<file path="src/hdl/fbdiv_pkg.sv">
/*
  shared constants for the feedback divider configuration block:
  register addresses, field positions, reset values and prescaler codes.
  assumes a byte-wide register bank with 10-bit addresses.
*/
package fbdiv_pkg;
  // --------------------------------------------------------------
  // register map
  // --------------------------------------------------------------
  localparam int          ADDR_W          = 10;
  localparam logic [9:0]  ADDR_FB_CTRL    = 10'h016; // feedback_divider_control
  localparam logic [9:0]  ADDR_STAT_SEL   = 10'h017; // status_pin_select
  localparam logic [7:0]  FB_CTRL_RESET   = 8'h06;   // prescaler 32/33, no bypass
  localparam logic [7:0]  STAT_SEL_RESET  = 8'h00;   // status pin at ground
  // --------------------------------------------------------------
  // field positions
  // --------------------------------------------------------------
  localparam int          BYPASS_BIT      = 3;       // main counter bypass
  localparam int          PRE_LSB         = 0;       // prescaler code [2:0]
  localparam int          SEL_LSB         = 2;       // selector [7:2]
  // --------------------------------------------------------------
  // prescaler codes
  // --------------------------------------------------------------
  localparam logic [2:0]  PRE_FD1         = 3'h0;
  localparam logic [2:0]  PRE_FD2         = 3'h1;
  localparam logic [2:0]  PRE_DM2         = 3'h2;
  localparam logic [2:0]  PRE_DM4         = 3'h3;
  localparam logic [2:0]  PRE_DM8         = 3'h4;
  localparam logic [2:0]  PRE_DM16        = 3'h5;
  localparam logic [2:0]  PRE_DM32        = 3'h6;
  localparam logic [2:0]  PRE_FD3         = 3'h7;
  // --------------------------------------------------------------
  // status pin selector codes
  // --------------------------------------------------------------
  typedef enum logic [5:0] {
    SEL_GROUND   = 6'h00,
    SEL_FB_OUT   = 6'h01,
    SEL_REF_OUT  = 6'h02,
    SEL_SWALLOW  = 6'h03,
    SEL_PRESCALE = 6'h04,
    SEL_PFD_UP   = 6'h05,
    SEL_PFD_DOWN = 6'h06
  } stat_sel_t;
endpackage

</file>
<file path="src/hdl/fb_divider_cfg.sv">
/*
  feedback divider configuration and divider core of a clock synthesizer
  loop, plus the status pin selector with its reprogramming lock.
  assumes CLOCK is the divided oscillator clock, that the swallow and main
  count values and the status lock bit come from registers on this clock,
  and that the reference divider and phase detector pulses are on it too.
*/
// Functional notes
// - bypass makes main counter divide by one
// - decode codes: fixed 1,2,3; others dual-modulus
// - code 010: 2/3, or 2 when swallow zero
// - code 011: 4/5, or 4 when swallow zero
// - code 100: 8/9, or 8 when swallow zero
// - code 101: 16/17, or 16 when swallow zero
// - code 110 default: 32/33, else 32
// - selector field writes ignored while lock bit set; low two bits still written
// - selector: ground, then six dynamic signals
`timescale 1ns/1ps
module fb_divider_cfg
  import fbdiv_pkg::*;
#(
  parameter int A_W = 6,                     // swallow counter width
  parameter int B_W = 13                     // main counter width
) (
  input  wire logic              CLOCK,
  input  wire logic              ARST_N,
  input  wire logic              REG_WR,     // write strobe
  input  wire logic              REG_RD,     // read strobe
  input  wire logic [ADDR_W-1:0] REG_ADDR,
  input  wire logic [7:0]        REG_WDATA,
  input  wire logic              STAT_LOCK,  // lock bit of the status control
  input  wire logic [A_W-1:0]    A_COUNT,    // swallow count
  input  wire logic [B_W-1:0]    B_COUNT,    // main count
  input  wire logic              REF_DIV_IN, // reference divider output
  input  wire logic              PFD_UP,
  input  wire logic              PFD_DOWN,
  output logic [7:0]             REG_RDATA,
  output logic                   FB_OUT,     // feedback divider pulse
  output logic                   STATUS_PIN
);
  // --------------------------------------------------------------
  // helpers
  // --------------------------------------------------------------
  // base prescaler ratio of a code
  function automatic logic [5:0] base_ratio(input logic [2:0] code);
    case (code)
      PRE_FD1:  base_ratio = 6'h01;
      PRE_FD2:  base_ratio = 6'h02;
      PRE_DM2:  base_ratio = 6'h02;
      PRE_DM4:  base_ratio = 6'h04;
      PRE_DM8:  base_ratio = 6'h08;
      PRE_DM16: base_ratio = 6'h10;
      PRE_DM32: base_ratio = 6'h20;
      default:  base_ratio = 6'h03;
    endcase
  endfunction

  // dual-modulus codes sit between the fixed ones
  function automatic logic is_dual(input logic [2:0] code);
    is_dual = (code >= PRE_DM2) && (code <= PRE_DM32);
  endfunction

  // --------------------------------------------------------------
  // registers
  // --------------------------------------------------------------
  logic [7:0]     fb_ctrl_q;                 // feedback_divider_control
  logic [7:0]     stat_sel_q;                // status_pin_select
  logic [7:0]     rdata_q;
  logic [7:0]     rdata_d;
  logic           wr_fb;                     // write hits control register
  logic           wr_sel;                    // write hits selector register
  logic           sel_ok;                    // selector field may change
  logic [7:0]     stat_sel_d;

  assign wr_fb      = REG_WR && (REG_ADDR == ADDR_FB_CTRL);
  assign wr_sel     = REG_WR && (REG_ADDR == ADDR_STAT_SEL);
  assign sel_ok     = !STAT_LOCK;
  // the low two bits are always writable; the field only when unlocked
  assign stat_sel_d = {sel_ok ? REG_WDATA[7:SEL_LSB] : stat_sel_q[7:SEL_LSB],
                       REG_WDATA[SEL_LSB-1:0]};
  assign rdata_d    = (REG_ADDR == ADDR_FB_CTRL)  ? fb_ctrl_q  :
                      (REG_ADDR == ADDR_STAT_SEL) ? stat_sel_q : 8'h00;

  // register writes
  always_ff @(posedge CLOCK or negedge ARST_N) begin
    if (!ARST_N) begin
      fb_ctrl_q  <= FB_CTRL_RESET;
      stat_sel_q <= STAT_SEL_RESET;
    end else begin
      if (wr_fb) begin
        fb_ctrl_q <= REG_WDATA;
      end
      if (wr_sel) begin
        stat_sel_q <= stat_sel_d;
      end
    end
  end

  // read data, held until the next read
  always_ff @(posedge CLOCK or negedge ARST_N) begin
    if (!ARST_N) begin
      rdata_q <= 8'h00;
    end else if (REG_RD) begin
      rdata_q <= rdata_d;
    end
  end
  assign REG_RDATA = rdata_q;

  // --------------------------------------------------------------
  // prescaler decode
  // --------------------------------------------------------------
  logic [2:0]     pre_code;                  // prescaler field
  logic           bypass;                    // main counter bypass bit
  logic           dual;                      // dual-modulus mode active
  logic [5:0]     base;                      // base ratio P
  logic [A_W-1:0] a_cnt_q;                   // swallows left in this cycle
  logic [A_W-1:0] a_cnt_d;
  logic           swallow;                   // this prescaler period is P+1
  logic [5:0]     modulus;
  logic           pre_pulse;

  assign pre_code = fb_ctrl_q[PRE_LSB +: 3];
  assign bypass   = fb_ctrl_q[BYPASS_BIT];
  assign dual     = is_dual(pre_code);
  assign base     = base_ratio(pre_code);
  // a zero swallow count leaves the dual modes at the plain ratio
  assign swallow  = dual && (a_cnt_q != '0);
  assign modulus  = base + {5'h00, swallow};

  modulus_prescaler #(
    .MOD_W (6)
  ) u_pre (
    .clk     (CLOCK),
    .arst_n  (ARST_N),
    .modulus (modulus),
    .pulse   (pre_pulse)
  );

  // --------------------------------------------------------------
  // main and swallow counters
  // --------------------------------------------------------------
  // the bypass is only meaningful in fixed modes; in dual modes it
  // still forces one prescaler period per cycle, which software avoids
  logic [B_W-1:0] b_cnt_q;                   // prescaler periods so far
  logic [B_W-1:0] b_cnt_d;
  logic [B_W-1:0] b_eff;                     // effective main count
  logic           n_end;                     // last period of the cycle
  logic           fb_q;
  logic           sw_q;                      // swallow counter output

  assign b_eff   = (bypass || (B_COUNT == '0)) ? B_W'(1) : B_COUNT;
  assign n_end   = pre_pulse && (b_cnt_q >= b_eff - B_W'(1));
  assign b_cnt_d = n_end ? '0 : b_cnt_q + B_W'(1);
  // total = P*B + A: A periods of P+1 then B-A of P (needs A <= B)
  assign a_cnt_d = n_end ? (dual ? A_COUNT : '0) :
                   (a_cnt_q != '0) ? a_cnt_q - A_W'(1) : a_cnt_q;

  // counters advance once per prescaler period
  always_ff @(posedge CLOCK or negedge ARST_N) begin
    if (!ARST_N) begin
      b_cnt_q <= '0;
      a_cnt_q <= '0;
    end else if (pre_pulse) begin
      b_cnt_q <= b_cnt_d;
      a_cnt_q <= a_cnt_d;
    end
  end

  // feedback and swallow output pulses
  always_ff @(posedge CLOCK or negedge ARST_N) begin
    if (!ARST_N) begin
      fb_q <= 1'b0;
      sw_q <= 1'b0;
    end else begin
      fb_q <= n_end;
      sw_q <= pre_pulse && swallow;
    end
  end
  assign FB_OUT = fb_q;

  // --------------------------------------------------------------
  // status pin selector
  // --------------------------------------------------------------
  logic      stat_q;
  logic      stat_d;
  stat_sel_t sel;

  assign sel = stat_sel_t'(stat_sel_q[7:SEL_LSB]);
  // unlisted codes, including the upper half, sit at ground
  assign stat_d = (sel == SEL_FB_OUT)   ? fb_q       :
                  (sel == SEL_REF_OUT)  ? REF_DIV_IN :
                  (sel == SEL_SWALLOW)  ? sw_q       :
                  (sel == SEL_PRESCALE) ? pre_pulse  :
                  (sel == SEL_PFD_UP)   ? PFD_UP     :
                  (sel == SEL_PFD_DOWN) ? PFD_DOWN   : 1'b0;

  // status pin register
  always_ff @(posedge CLOCK or negedge ARST_N) begin
    if (!ARST_N) begin
      stat_q <= 1'b0;
    end else begin
      stat_q <= stat_d;
    end
  end
  assign STATUS_PIN = stat_q;

  // --------------------------------------------------------------
  // checks
  // --------------------------------------------------------------
  AST_BYPASS_EACH: assert property (@(posedge CLOCK) disable iff (!ARST_N)
    (pre_pulse && bypass) |=> fb_q) else $error("bypass did not end cycle");
  AST_FIXED_RATIO: assert property (@(posedge CLOCK) disable iff (!ARST_N)
    !dual |-> (modulus == base)) else $error("fixed mode swallowed");
  AST_FD3: assert property (@(posedge CLOCK) disable iff (!ARST_N)
    (pre_code == PRE_FD3) |-> (modulus == 6'h03)) else $error("code 111 not 3");
  AST_DM2: assert property (@(posedge CLOCK) disable iff (!ARST_N)
    (pre_code == PRE_DM2 && a_cnt_q != '0) |-> (modulus == 6'h03)) else $error("2/3 bad");
  AST_DM4: assert property (@(posedge CLOCK) disable iff (!ARST_N)
    (pre_code == PRE_DM4 && a_cnt_q == '0) |-> (modulus == 6'h04)) else $error("4 bad");
  AST_DM8: assert property (@(posedge CLOCK) disable iff (!ARST_N)
    (pre_code == PRE_DM8 && a_cnt_q != '0) |-> (modulus == 6'h09)) else $error("8/9 bad");
  AST_DM16: assert property (@(posedge CLOCK) disable iff (!ARST_N)
    (pre_code == PRE_DM16 && a_cnt_q == '0) |-> (modulus == 6'h10)) else $error("16 bad");
  AST_DM32: assert property (@(posedge CLOCK) disable iff (!ARST_N)
    (pre_code == PRE_DM32 && a_cnt_q != '0) |-> (modulus == 6'h21)) else $error("32/33 bad");
  AST_SEL_LOCK: assert property (@(posedge CLOCK) disable iff (!ARST_N)
    (wr_sel && STAT_LOCK) |=> $stable(stat_sel_q[7:SEL_LSB])) else $error("locked sel moved");
  AST_SEL_GND: assert property (@(posedge CLOCK) disable iff (!ARST_N)
    (sel == SEL_GROUND) ##1 (sel == SEL_GROUND) |-> !stat_q) else $error("ground not low");
  AST_SWALLOW_LOAD: assert property (@(posedge CLOCK) disable iff (!ARST_N)
    (n_end && dual) |=> (a_cnt_q == $past(A_COUNT))) else $error("swallow not loaded");
endmodule

</file>
<file path="src/hdl/modulus_prescaler.sv">
/*
  programmable-modulus prescaler: one output pulse every MOD cycles.
  assumes the modulus may change between pulses; it is compared live.
*/
`timescale 1ns/1ps
module modulus_prescaler #(
  parameter int MOD_W = 6
) (
  input  wire logic             clk,
  input  wire logic             arst_n,
  input  wire logic [MOD_W-1:0] modulus,    // divide ratio, 1 or more
  output logic                  pulse       // one cycle per period
);
  logic [MOD_W-1:0] cnt_q;                   // cycles into this period
  logic [MOD_W-1:0] cnt_d;
  logic             last;                    // final cycle of period

  // --------------------------------------------------------------
  // count and wrap
  // --------------------------------------------------------------
  // a modulus of zero behaves as one so the output never stalls
  assign last  = (cnt_q >= modulus - MOD_W'(1)) || (modulus == '0);
  assign cnt_d = last ? '0 : cnt_q + MOD_W'(1);
  assign pulse = last;

  // counter register
  always_ff @(posedge clk or negedge arst_n) begin
    if (!arst_n) begin
      cnt_q <= '0;
    end else begin
      cnt_q <= cnt_d;
    end
  end
endmodule
</file>
<file path="config.mk">
export PLATFORM = sky130hd
export DESIGN_NAME = fb_divider_cfg
export DESIGN_NICKNAME = d
export VERILOG_FILES = /design/src/hdl/fbdiv_pkg.sv /design/src/hdl/fb_divider_cfg.sv /design/src/hdl/modulus_prescaler.sv
export SDC_FILE = /design/constraint.sdc
export NUM_CORES = 1
export LEC_CHECK = 0
export ABC_AREA = 1
export BUFFER_PORTS_ARGS = -buffer_cell sky130_fd_sc_hd__buf_2
export CAP_MARGIN = 20
export CORE_ASPECT_RATIO = 1.75
export CORE_MARGIN = 4
export CORE_UTILIZATION = 35
export CTS_CLUSTER_SIZE = 24
export DETAILED_ROUTE_END_ITERATION = 8
export SETUP_SLACK_MARGIN = 0.5
export SLEW_MARGIN = 30
export SYNTH_ARGS = -nofsm -noshare
export SYNTH_HDL_FRONTEND = slang
export SYNTH_HIERARCHICAL = 1
export SYNTH_SLANG_ARGS = --single-unit
</file>
<file path="constraint.sdc">
create_clock -name CLOCK -period 9.52 [get_ports CLOCK]
set_clock_uncertainty 0.15 [all_clocks]
set_input_delay 0.476 -clock CLOCK [delete_from_list [all_inputs] [get_ports CLOCK]]
set_output_delay 0.476 -clock CLOCK [all_outputs]
set_load 0.005 [all_outputs]
</file>
==> results of run 1 <==
==> logic make-up after synthesis <==
kind of cell               Yosys count  share of synthesized area
AOI/OAI and AO/OA                   57                     0.0868
xor gates and xnor gates            19                     0.0453
buffers and inverters               93                      0.100
DFF                                 52                      0.355
adders and majority gates           28                     0.0953
and+or+nand+nor                    274                      0.317
==> through the flow <==
step / util / worst slack, ps / power, µW
3_5_place_dp: 0.394 / 4760 / 606
6_report: 0.409 / 4880 / 778
3_3_place_gp: 0.394 / 4870 / 598
5_1_grt: 0.409 / 4340 / 850
4_1_cts: 0.409 / 4740 / 790
2_1_floorplan: - / 5580 / 526
==> routing by layer <==
metal,up-vias,track usage
met5,-,0
met4,0,0.0567
met3,12,0.0270
met2,91,0.276
met1,1519,0.161
li1,1759,-
==> worst reg2reg max path: cells and delay by family, from the launching register on <==
kind	cells	cell delay (ps)
flops	1	540
simple gates	13	1730
xor+xnor	2	390
compound gates	1	490
fa+ha+maj	3	610
buf+inv	6	610
==> final cells by class <==
cell class,count,area [µm²],share of cell area
well taps,127,159,0.0377
flip-flops and latches,52,1300,0.310
repair buffers,55,278,0.0660
inverters,85,319,0.0758
clock inverters,2,10.0,0.00238
clock buffers,6,139,0.0330
multi-input cells,378,2000,0.475
==> power by group through the flow <==
stage | Combinational, µW | Clock, µW | Sequential [µW]
after global placement | 307 | 0 | 291
after CTS | 316 | 186 | 287
after floorplan | 243 | 0 | 282
final | 310 | 181 | 287
after detailed placement | 315 | 0 | 291
after global routing | 364 | 194 | 292
==> flip-flops by register name, indices dropped and copies added, names as in the netlist <==
| register | cells |
|---|---|
| b_cnt_q | 13 |
| STATUS_PIN | 1 |
| a_cnt_q | 6 |
| sw_q | 1 |
| FB_OUT | 1 |
| REG_RDATA | 8 |
| stat_sel_q | 8 |
| u_pre/cnt_q | 6 |
| fb_ctrl_q | 8 |
==> worst max-delay path by stage <==
| stage | end | slack (ps) | cells past startpoint |
|---|---|---|---|
| floorplan | b_cnt_q[11] | 5580 | 27 |
| global placement | b_cnt_q[11] | 4870 | 25 |
| detailed placement | b_cnt_q[11] | 4760 | 25 |
| CTS | b_cnt_q[11] | 4740 | 25 |
| global route | b_cnt_q[11] | 4340 | 25 |
| finish | b_cnt_q[11] | 4880 | 25 |
==> placed cells by master (no fill, tap or decap), types with 5 or more instances in the layout <==
cell	synthesis	routed
nand3_1	33	33
buf_2	0	54
inv_1	84	84
a21oi_1	18	18
nor2_1	72	72
o22ai_1	6	6
nand2_1	137	137
nor3_1	11	11
o21ai_0	26	26
dfrtp_1	50	50
nand4_1	9	9
ha_1	28	28
xor2_1	15	15
clkbuf_16	0	5
==> flow_metrics.tcl, run 1 <==
set metrics [dict create \
    yosysSeqAreaShare 0.355 \
    portBuffers 54 \
    switching_share 0.403 \
    critical_path_required_ps 9550 \
    drc 0 \
    syn_to_final_growth_pct 14.6 \
    r2r_cells 25 \
    root_buffer "clkbuf_16" \
    cp_common_cell "nand2_1" \
    dr_wl_met2_mm 4.56 \
    synth_top_area_frac 0.340 \
    crit_family "simple AND/OR/NAND/NOR gates" \
    crit_fanout 22 \
    setup.worst_path.end_class "register" \
    worstReg2RegEnd "b_cnt_q[11]" \
    synth_area_leaders "dfrtp_1 34%, nand2_1 14%, ha_1 9.5%" \
    yosysWarnings 6 \
    wl_mm 8.65 \
    syn_inst 523 \
    hpwl_mm 6.88 \
    ys_ff_latch 52 \
    finalSetupViolCount 0 \
    worstReg2RegStart "fb_ctrl_q[2]" \
    path_class "reg -> reg" \
    crit_arrival_ps 4670 \
    power.switching_uw 313 \
    fp.dieW_um 85.5 \
    synth-main-ff-cell "dfrtp_1" \
    clock_power_share 0.233 \
    cts_buffer_depth 2 \
    placeableCoreArea_um2 10300 \
    overflow 0 \
    worstSetupStartpoint "fb_ctrl_q[2]" \
    slew_viol_final 0 \
    cpPeakStageDelay_ps 540 \
    period_share 0.487 \
    avgSynthCellArea_um2 7.03 \
    clock.fmax_mhz 216 \
    viasPerCell 4.80 \
    slew_headroom 0.554 \
    power.density_nw_per_um2 185 \
    ctsResizeCount 0 \
    finalHoldViolCount 0 \
    cts.htree.levels 2 \
    cts-buffers-inserted 5 \
    cts_tree "built" \
    cts.sinks 52 \
    drt-wirelength-per-cell_um 12.3 \
    clk_pin_slew_worst_paths_ps 70 \
    worst_slew_pin_slew_ps 669 \
    layout.cells.non_filler 705 \
    postCtsSetupBuffers 0 \
    num-nets-final 650 \
    finalSetupTns_ps 0 \
    fin_hold_ws_ps 141 \
    period_minus_slack_ps 4640 \
    grt_pass1_vias 3337 \
    drtIter0Drc 147 \
    antenna_cells 0 \
    hold_buffers 0 \
    pwr-share-comb 0.398 \
    grt_usage 0.147 \
    grt_pass1_wl_mm 14.7 \
    dp_cells 697 \
    synth_commonest_cells "137 x nand2_1, 84 x inv_1, 72 x nor2_1" \
    rrSetupSlack_ps 4880 \
    dr_wl_met3_um 427 \
    die_h_um 144 \
    fillCellCount 1106 \
    grt_max_degree 53 \
    p_leak_uw 0.00230 \
    status "completed" \
    cpMaxStageDelayCell "dfstp_2" \
    yosysTopAreaCell "dfrtp_1" \
    routabilityCongestion 0.875 \
    drv_cap 0 \
    drive_gt1_frac 0.133 \
    yosysMostFrequentCell "nand2_1" \
    topRoutingLayerUsed "met4" \
    synth_edf_count 0 \
    async_flop_share 1.00 \
    rows 49 \
    drtAntennaViolNets 0 \
    ios 55 \
    min_path_type "in -> async" \
    rsz0062_at_grt "false" \
    pwr-share-seq 0.369 \
    start_util 0.357 \
    die_area_um2 12300 \
    p_int_uw 465 \
    dr.pass1.iters 5 \
    place_area_um2 4060 \
    antenna_found_initial 0 \
    synth_nets 596 \
    ir_drop_mv 0.157 \
    vias 3381 \
    startpoint_type "register" \
    wl_met1_mm 3.52 \
    path_buf_inv 6 \
    clk_latency_ps 290 \
    synth_cell_type_count 32 \
    synthesis.area_um2 3670 \
    fin_area_um2 4210 \
]
No activity file was read; power rests on OpenSTA's default activity.
==> run 2: changes to the inputs <==
==> constraint.sdc (replaced) <==
create_clock -name CLOCK -period 4.8 [get_ports CLOCK]
set_clock_uncertainty 0.15 [all_clocks]
set_input_delay 0.24 -clock CLOCK [delete_from_list [all_inputs] [get_ports CLOCK]]
set_output_delay 0.24 -clock CLOCK [all_outputs]
set_load 0.005 [all_outputs]
==> run 2 against run 1 <==
- non-clock buffer count grew 4
- via count grew 0.74%
- highest routed layer unchanged
- critical path type unchanged
- count of clock-buffer cells in the layout is the same
- largest cell class unchanged
- maximum frequency grew 16%
==> flow_metrics.tcl, run 2 (synthesis results as in run 1) <==
set metrics [dict create \
    drv_cap 0 \
    worst_slew_pin_slew_ps 671 \
    power.density_nw_per_um2 367 \
    period_share 0.833 \
    rrSetupSlack_ps 800 \
    drt-wirelength-per-cell_um 12.0 \
    hold_end "fb_ctrl_q[0]" \
    antenna_found_initial 0 \
    period_minus_slack_ps 4000 \
    startpoint_type "register" \
    slew_viol_final 0 \
    start_util 0.357 \
    hpwl_mm 6.86 \
    placeableCoreArea_um2 10300 \
    portBuffers 54 \
    critical_path_required_ps 4840 \
    dr.pass1.iters 4 \
    final_common_cell "nand2_1" \
    vias 3406 \
    cp_common_cell "nand2_1" \
    drive_gt1_frac 0.151 \
    clk_latency_ps 290 \
    top_register "b_cnt_q" \
    finalSetupTns_ps 0 \
    overflow 0 \
    path_class "reg -> reg" \
    ir_drop_mv 0.212 \
    grt_usage 0.147 \
    cts-buffers-inserted 5 \
    viasPerCell 4.80 \
    slew_headroom 0.553 \
    rows 49 \
    fp.dieW_um 85.5 \
    clock.fmax_mhz 250 \
    cts_buffer_depth 2 \
    finalHoldViolCount 0 \
    holdPathStages 3 \
    final_cell_mix "134 x nand2_1, 83 x inv_1, 70 x nor2_1" \
    routabilityCongestion 0.834 \
    root_buffer "clkbuf_16" \
    cts.htree.levels 2 \
    worstReg2RegStart "fb_ctrl_q[2]" \
    worstHoldStart "REG_WDATA[0]" \
    finalSetupViolCount 0 \
    fin_ws_ps 801 \
    ios 55 \
    setup.worst_path.end_class "register" \
    status "completed" \
    min_path_type "in -> reg" \
    p_leak_uw 0.00232 \
    dpl_worst_slack_ps 378 \
    drtIter0Drc 99 \
    die_area_um2 12300 \
    drc 0 \
    grt_pass1_vias 3324 \
    clk_pin_slew_worst_paths_ps 70 \
    wl_mm 8.54 \
    grt_pass1_wl_mm 14.7 \
    die_h_um 144 \
    rsz0062_at_grt "false" \
    worstReg2RegEnd "b_cnt_q[11]" \
    crit_fanout 8 \
    largest_register_ffs 13 \
    syn_to_final_growth_pct 16.7 \
    crit_arrival_ps 4040 \
    cts_tree "built" \
    cpMaxStageDelayCell "dfstp_2" \
    r2r_cells 27 \
    cpPeakStageDelay_ps 550 \
    drtAntennaViolNets 0 \
    grt_max_degree 53 \
    antenna_cells 0 \
    cts.sinks 52 \
    num-nets-final 654 \
]
[run 2: cell types whose count changed in the layout (fill, tap and decap cells not counted), moves of 2 or more]
cell,change
nand2_2,+2
buf_4,+3
nor2_1,-2
nand2_1,-3
nor3_1,-2
[run 2: how the worst max path moves through the flow]
| stage | depth (start not counted) | start | slack (ps) | endpoint |
|---|---|---|---|---|
| floorplan | 27 | fb_ctrl_q[2] | 860 | b_cnt_q[11] |
| global placement | 24 | fb_ctrl_q[2] | 570 | a_cnt_q[0] |
| detailed placement | 22 | fb_ctrl_q[2] | 380 | b_cnt_q[2] |
| CTS | 27 | fb_ctrl_q[2] | 460 | b_cnt_q[11] |
| global route | 27 | fb_ctrl_q[2] | 470 | b_cnt_q[11] |
| finish | 27 | fb_ctrl_q[2] | 800 | b_cnt_q[11] |
[run 2: what timing repair did]
| item | CTS | global route |
|---|---|---|
| pin swaps | 0 | 1 |
| setup endpoints to repair | 16 | 21 |
| gates resized for setup | 2 | 11 |
| hold endpoints to repair | 50 | 0 |
| hold buffers | 1 | 0 |
| setup buffers | 0 | 0 |
[run 2: final cells by class]
cell class | instances | area, µm²
well taps | 127 | 159
multi-input cells | 378 | 2060
clock buffers | 6 | 129
clock inverters | 2 | 12.5
inverters | 85 | 319
flip-flops and latches | 52 | 1300
fillers | 1086 | 6010
repair buffers | 59 | 310
[run 2: power by group]
group / total [µW] / internal (µW) / switching, µW
Clock: 352 / 193 / 159
Combinational: 655 / 232 / 423
Sequential: 569 / 505 / 63.7
[run 2: critical path, delay by kind of cell (launching register included)]
kind            cells  cell delay (ps)
simple gates       14             1430
buf+inv             7              610
fa+ha+maj           4              960
xor+xnor            1              130
compound gates      1               70
flops               1              550
[run 2: per-layer routing]
layer  routed length, µm  up-vias  global-route usage
met5                   0        -                   0
met4                 141        0              0.0525
met3                 359       11              0.0201
met2                4660       80               0.282
met1                3380     1547               0.163
li1                    -     1768                   -
[run 2: through the flow]
step / util / hold WS (ps) / power (µW) / instance area (µm²) / cells
after floorplan: - / -206 / 1040 / 3670 / 523
after global placement: 0.397 / 259 / 1190 / 4080 / 700
after detailed placement: 0.397 / 268 / 1210 / 4080 / 700
after CTS: 0.412 / 15.0 / 1570 / 4240 / 709
after global routing: 0.416 / 37.1 / 1720 / 4290 / 709
final: 0.416 / 21.9 / 1580 / 4290 / 709
==> run 3: changes to the inputs <==
--- a/config.mk
+++ b/config.mk
@@ -5,7 +5,7 @@
 export SDC_FILE = /design/constraint.sdc
 export NUM_CORES = 1
 export LEC_CHECK = 0
-export ABC_AREA = 1
+export ABC_AREA = 0
 export BUFFER_PORTS_ARGS = -buffer_cell sky130_fd_sc_hd__buf_2
 export CAP_MARGIN = 20
 export CORE_ASPECT_RATIO = 1.75
==> constraint.sdc (replaced) <==
create_clock -name CLOCK -period 3.6 [get_ports CLOCK]
set_clock_uncertainty 0.15 [all_clocks]
set_input_delay 0.18 -clock CLOCK [delete_from_list [all_inputs] [get_ports CLOCK]]
set_output_delay 0.18 -clock CLOCK [all_outputs]
set_load 0.005 [all_outputs]
==> run 3 against run 2 <==
- the flow now finishes with violations (setup timing)
- register-to-register slack worse by 1100 ps
- sequential power up 35%
- sequential share of layout area down 3.0 points
- setup slack worse by 1100 ps
- wire length down 0.94%
- count of clock-buffer cells in the layout unchanged
- die area down 5.8%
- power up 37%
- final cell count down 15%
- area after synthesis down 6.3%
- combinational power up 30%
- core utilization up 8.3 points
==> flow_metrics.tcl, run 3 <==
set metrics [dict create \
    layout.cells.non_filler 600 \
    synth_area_leaders "dfrtp_1 36%, ha_1 10%, mux2_2 5.2%" \
    path_class "reg -> reg" \
    multi_input_area_um2 2210 \
    p_leak_uw 0.00222 \
    finalSetupViolCount 22 \
    holdPathStages 3 \
    grt_usage 0.153 \
    wl_mm 8.46 \
    drive_gt1_frac 0.383 \
    power.density_nw_per_um2 454 \
    path_depth 20 \
    hpwl_mm 6.70 \
    worstHoldStart "A_COUNT[5]" \
    rrSetupSlack_ps -310 \
    portBuffers 54 \
    slew_viol_final 0 \
    ys_ff_latch 52 \
    drv_cap 0 \
    cpMaxStageDelayCell "dfstp_2" \
    largest_register_ffs 13 \
    cts.htree.levels 2 \
    drtAntennaViolNets 0 \
    grt_pass1_vias 3195 \
    period_share 1.09 \
    placeableCoreArea_um2 9530 \
    status "finished with violations" \
    vias 3065 \
    worst_slew_pin_slew_ps 455 \
    crit_chain "nand3_2 -> o21a_1 -> and2_4 -> ha_4 -> ha_4 -> xor2_2 -> or3_4 -> nor3_4 -> xnor2_2 -> ha_1 -> buf_4 -> a21oi_4 -> o221ai_4 -> a21o_1 -> buf_4 -> buf_12 -> nand2_8 -> nor4_2 -> xnor2_1 -> mux2i_2" \
    die_area_um2 11600 \
    critical_path_required_ps 3620 \
    dp_cells 572 \
    start_util 0.362 \
    rows 47 \
    slew_headroom 0.696 \
    yosysTopAreaCell "dfrtp_1" \
    fin_ws_ps -312 \
    root_buffer "clkbuf_16" \
    synth_nets 427 \
    drtIter0Drc 113 \
    grt_max_degree 34 \
    fp.dieW_um 83.0 \
    synth_cell_type_count 56 \
    fin_hold_ws_ps 6.47 \
    dpl_worst_slack_ps -378 \
    antenna_cells 0 \
    period_minus_slack_ps 3910 \
    top_register "b_cnt_q" \
    cts.sinks 52 \
    violations "setup timing" \
    rsz0062_at_grt "true" \
    yosysSeqAreaShare 0.378 \
    antenna_found_initial 0 \
    routabilityCongestion 0.765 \
    num-nets-final 550 \
    synthesis.area_um2 3440 \
    yosysMostFrequentCell "dfrtp_1" \
    cts_tree "built" \
    syn_to_final_growth_pct 38.2 \
    crit_family "simple AND/OR/NAND/NOR gates" \
    viasPerCell 5.11 \
    drc 0 \
    clk_latency_ps 290 \
    ir_drop_mv 0.263 \
    clk_pin_slew_worst_paths_ps 70 \
    async_flop_share 1.00 \
    synth_top_area_frac 0.363 \
    worstReg2RegStart "fb_ctrl_q[1]" \
    path_buf_inv 3 \
    ff_latch_area_um2 1300 \
    min_path_type "in -> reg" \
    fin_area_um2 4760 \
    cts_buffer_depth 2 \
    r2r_cells 20 \
    drt-wirelength-per-cell_um 14.1 \
    die_h_um 139 \
    syn_inst 354 \
    synth-main-ff-cell "dfrtp_1" \
    yosysWarnings 6 \
    clock.fmax_mhz 256 \
    dr.pass1.iters 4 \
    cpPeakStageDelay_ps 570 \
    avgSynthCellArea_um2 9.73 \
    cts-buffers-inserted 5 \
    place_area_um2 4280 \
    fillCellCount 912 \
    startpoint_type "register" \
    ios 55 \
    finalHoldViolCount 0 \
    final_common_cell "buf_4" \
    grt_pass1_wl_mm 14.7 \
    overflow 0 \
    crit_arrival_ps 3930 \
    synth_commonest_cells "50 x dfrtp_1, 33 x nor2_1, 29 x nand2_1" \
    crit_fanout 13 \
    synth_edf_count 0 \
    final_cell_mix "55 x buf_4, 54 x buf_2, 50 x dfrtp_1" \
    worstSetupStartpoint "fb_ctrl_q[1]" \
    setup.worst_path.end_class "register" \
]
run 3: changes by cell type after synthesis, sizes merged, moves of 5 or more:
cell,delta
a211oi,+5
a22oi,+9
a31oi,+5
inv,-72
mux2,+16
mux2i,+7
nand2,-107
nand2b,+6
nand3,-21
nand4,-5
nor2,-38
o21ai,-15
o22ai,-5
xnor2,+11
run 3: kinds of logic after synthesis:
group	after synthesis	share of synthesized area
mux	23	0.0726
flops	52	0.378
fa+ha+maj	28	0.102
buf+inv	23	0.0294
simple gates	136	0.211
compound gates	65	0.138
xor+xnor	27	0.0687
run 3: final cells by class:
| class | instances | share of cell area |
|---|---|---|
| clock inverters | 2 | 0.00815 |
| well taps | 122 | 0.0321 |
| clock buffers | 6 | 0.0271 |
| repair buffers | 126 | 0.184 |
| multi-input cells | 279 | 0.464 |
| flip-flops and latches | 52 | 0.274 |
| inverters | 13 | 0.0103 |
run 3: per-stage QoR:
step	total power [µW]	setup TNS, ps	util
after CTS	2120	-5420	0.490
after floorplan	1220	-3920	-
final	2160	-4860	0.500
after global placement	1490	-3570	0.449
after global routing	2320	-7920	0.500
after detailed placement	1520	-5130	0.449
run 3: worst paths after layout:
| check | end |
|---|---|
| min in group asynchronous | REG_RDATA[7] |
| worst max-delay path | a_cnt_q[3] |
| worst max register to register | a_cnt_q[3] |
| max in group asynchronous | fb_ctrl_q[2] |
| worst min register to register | fb_ctrl_q[4] |
| worst min-delay path | a_cnt_q[5] |
run 3: routing by layer:
metal  part of all wire  track usage  wire (µm)
met1               0.36        0.161       3070
met2               0.58        0.297       4900
met3              0.031       0.0171        259
met4              0.027       0.0706        230
met5                  0            0          0
run 3: report_power, final:
group	internal, µW	total (µW)	switching [µW]
clock network	331	542	211
registers	680	768	88.6
logic	438	851	413
run 3: what timing repair did:
item / CTS / global route
hold buffers: 12 / 0
gates cloned: 0 / 0
pin swaps: 8 / 11
endpoints found under the hold margin: 37 / 0
setup buffers: 4 / 4
resized for setup: 13 / 16
endpoints found under the setup margin: 28 / 28
run 3: worst register-to-register path, stage by stage (launching register included):
cell	delay (ps)
dfstp_2	570
nand3_2	90
o21a_1	140
and2_4	150
ha_4	160
ha_4	160
xor2_2	170
or3_4	360
nor3_4	160
xnor2_2	130
ha_1	270
buf_4	150
a21oi_4	130
o221ai_4	110
a21o_1	180
buf_4	140
buf_12	140
nand2_8	70
nor4_2	40
xnor2_1	210
mux2i_2	100
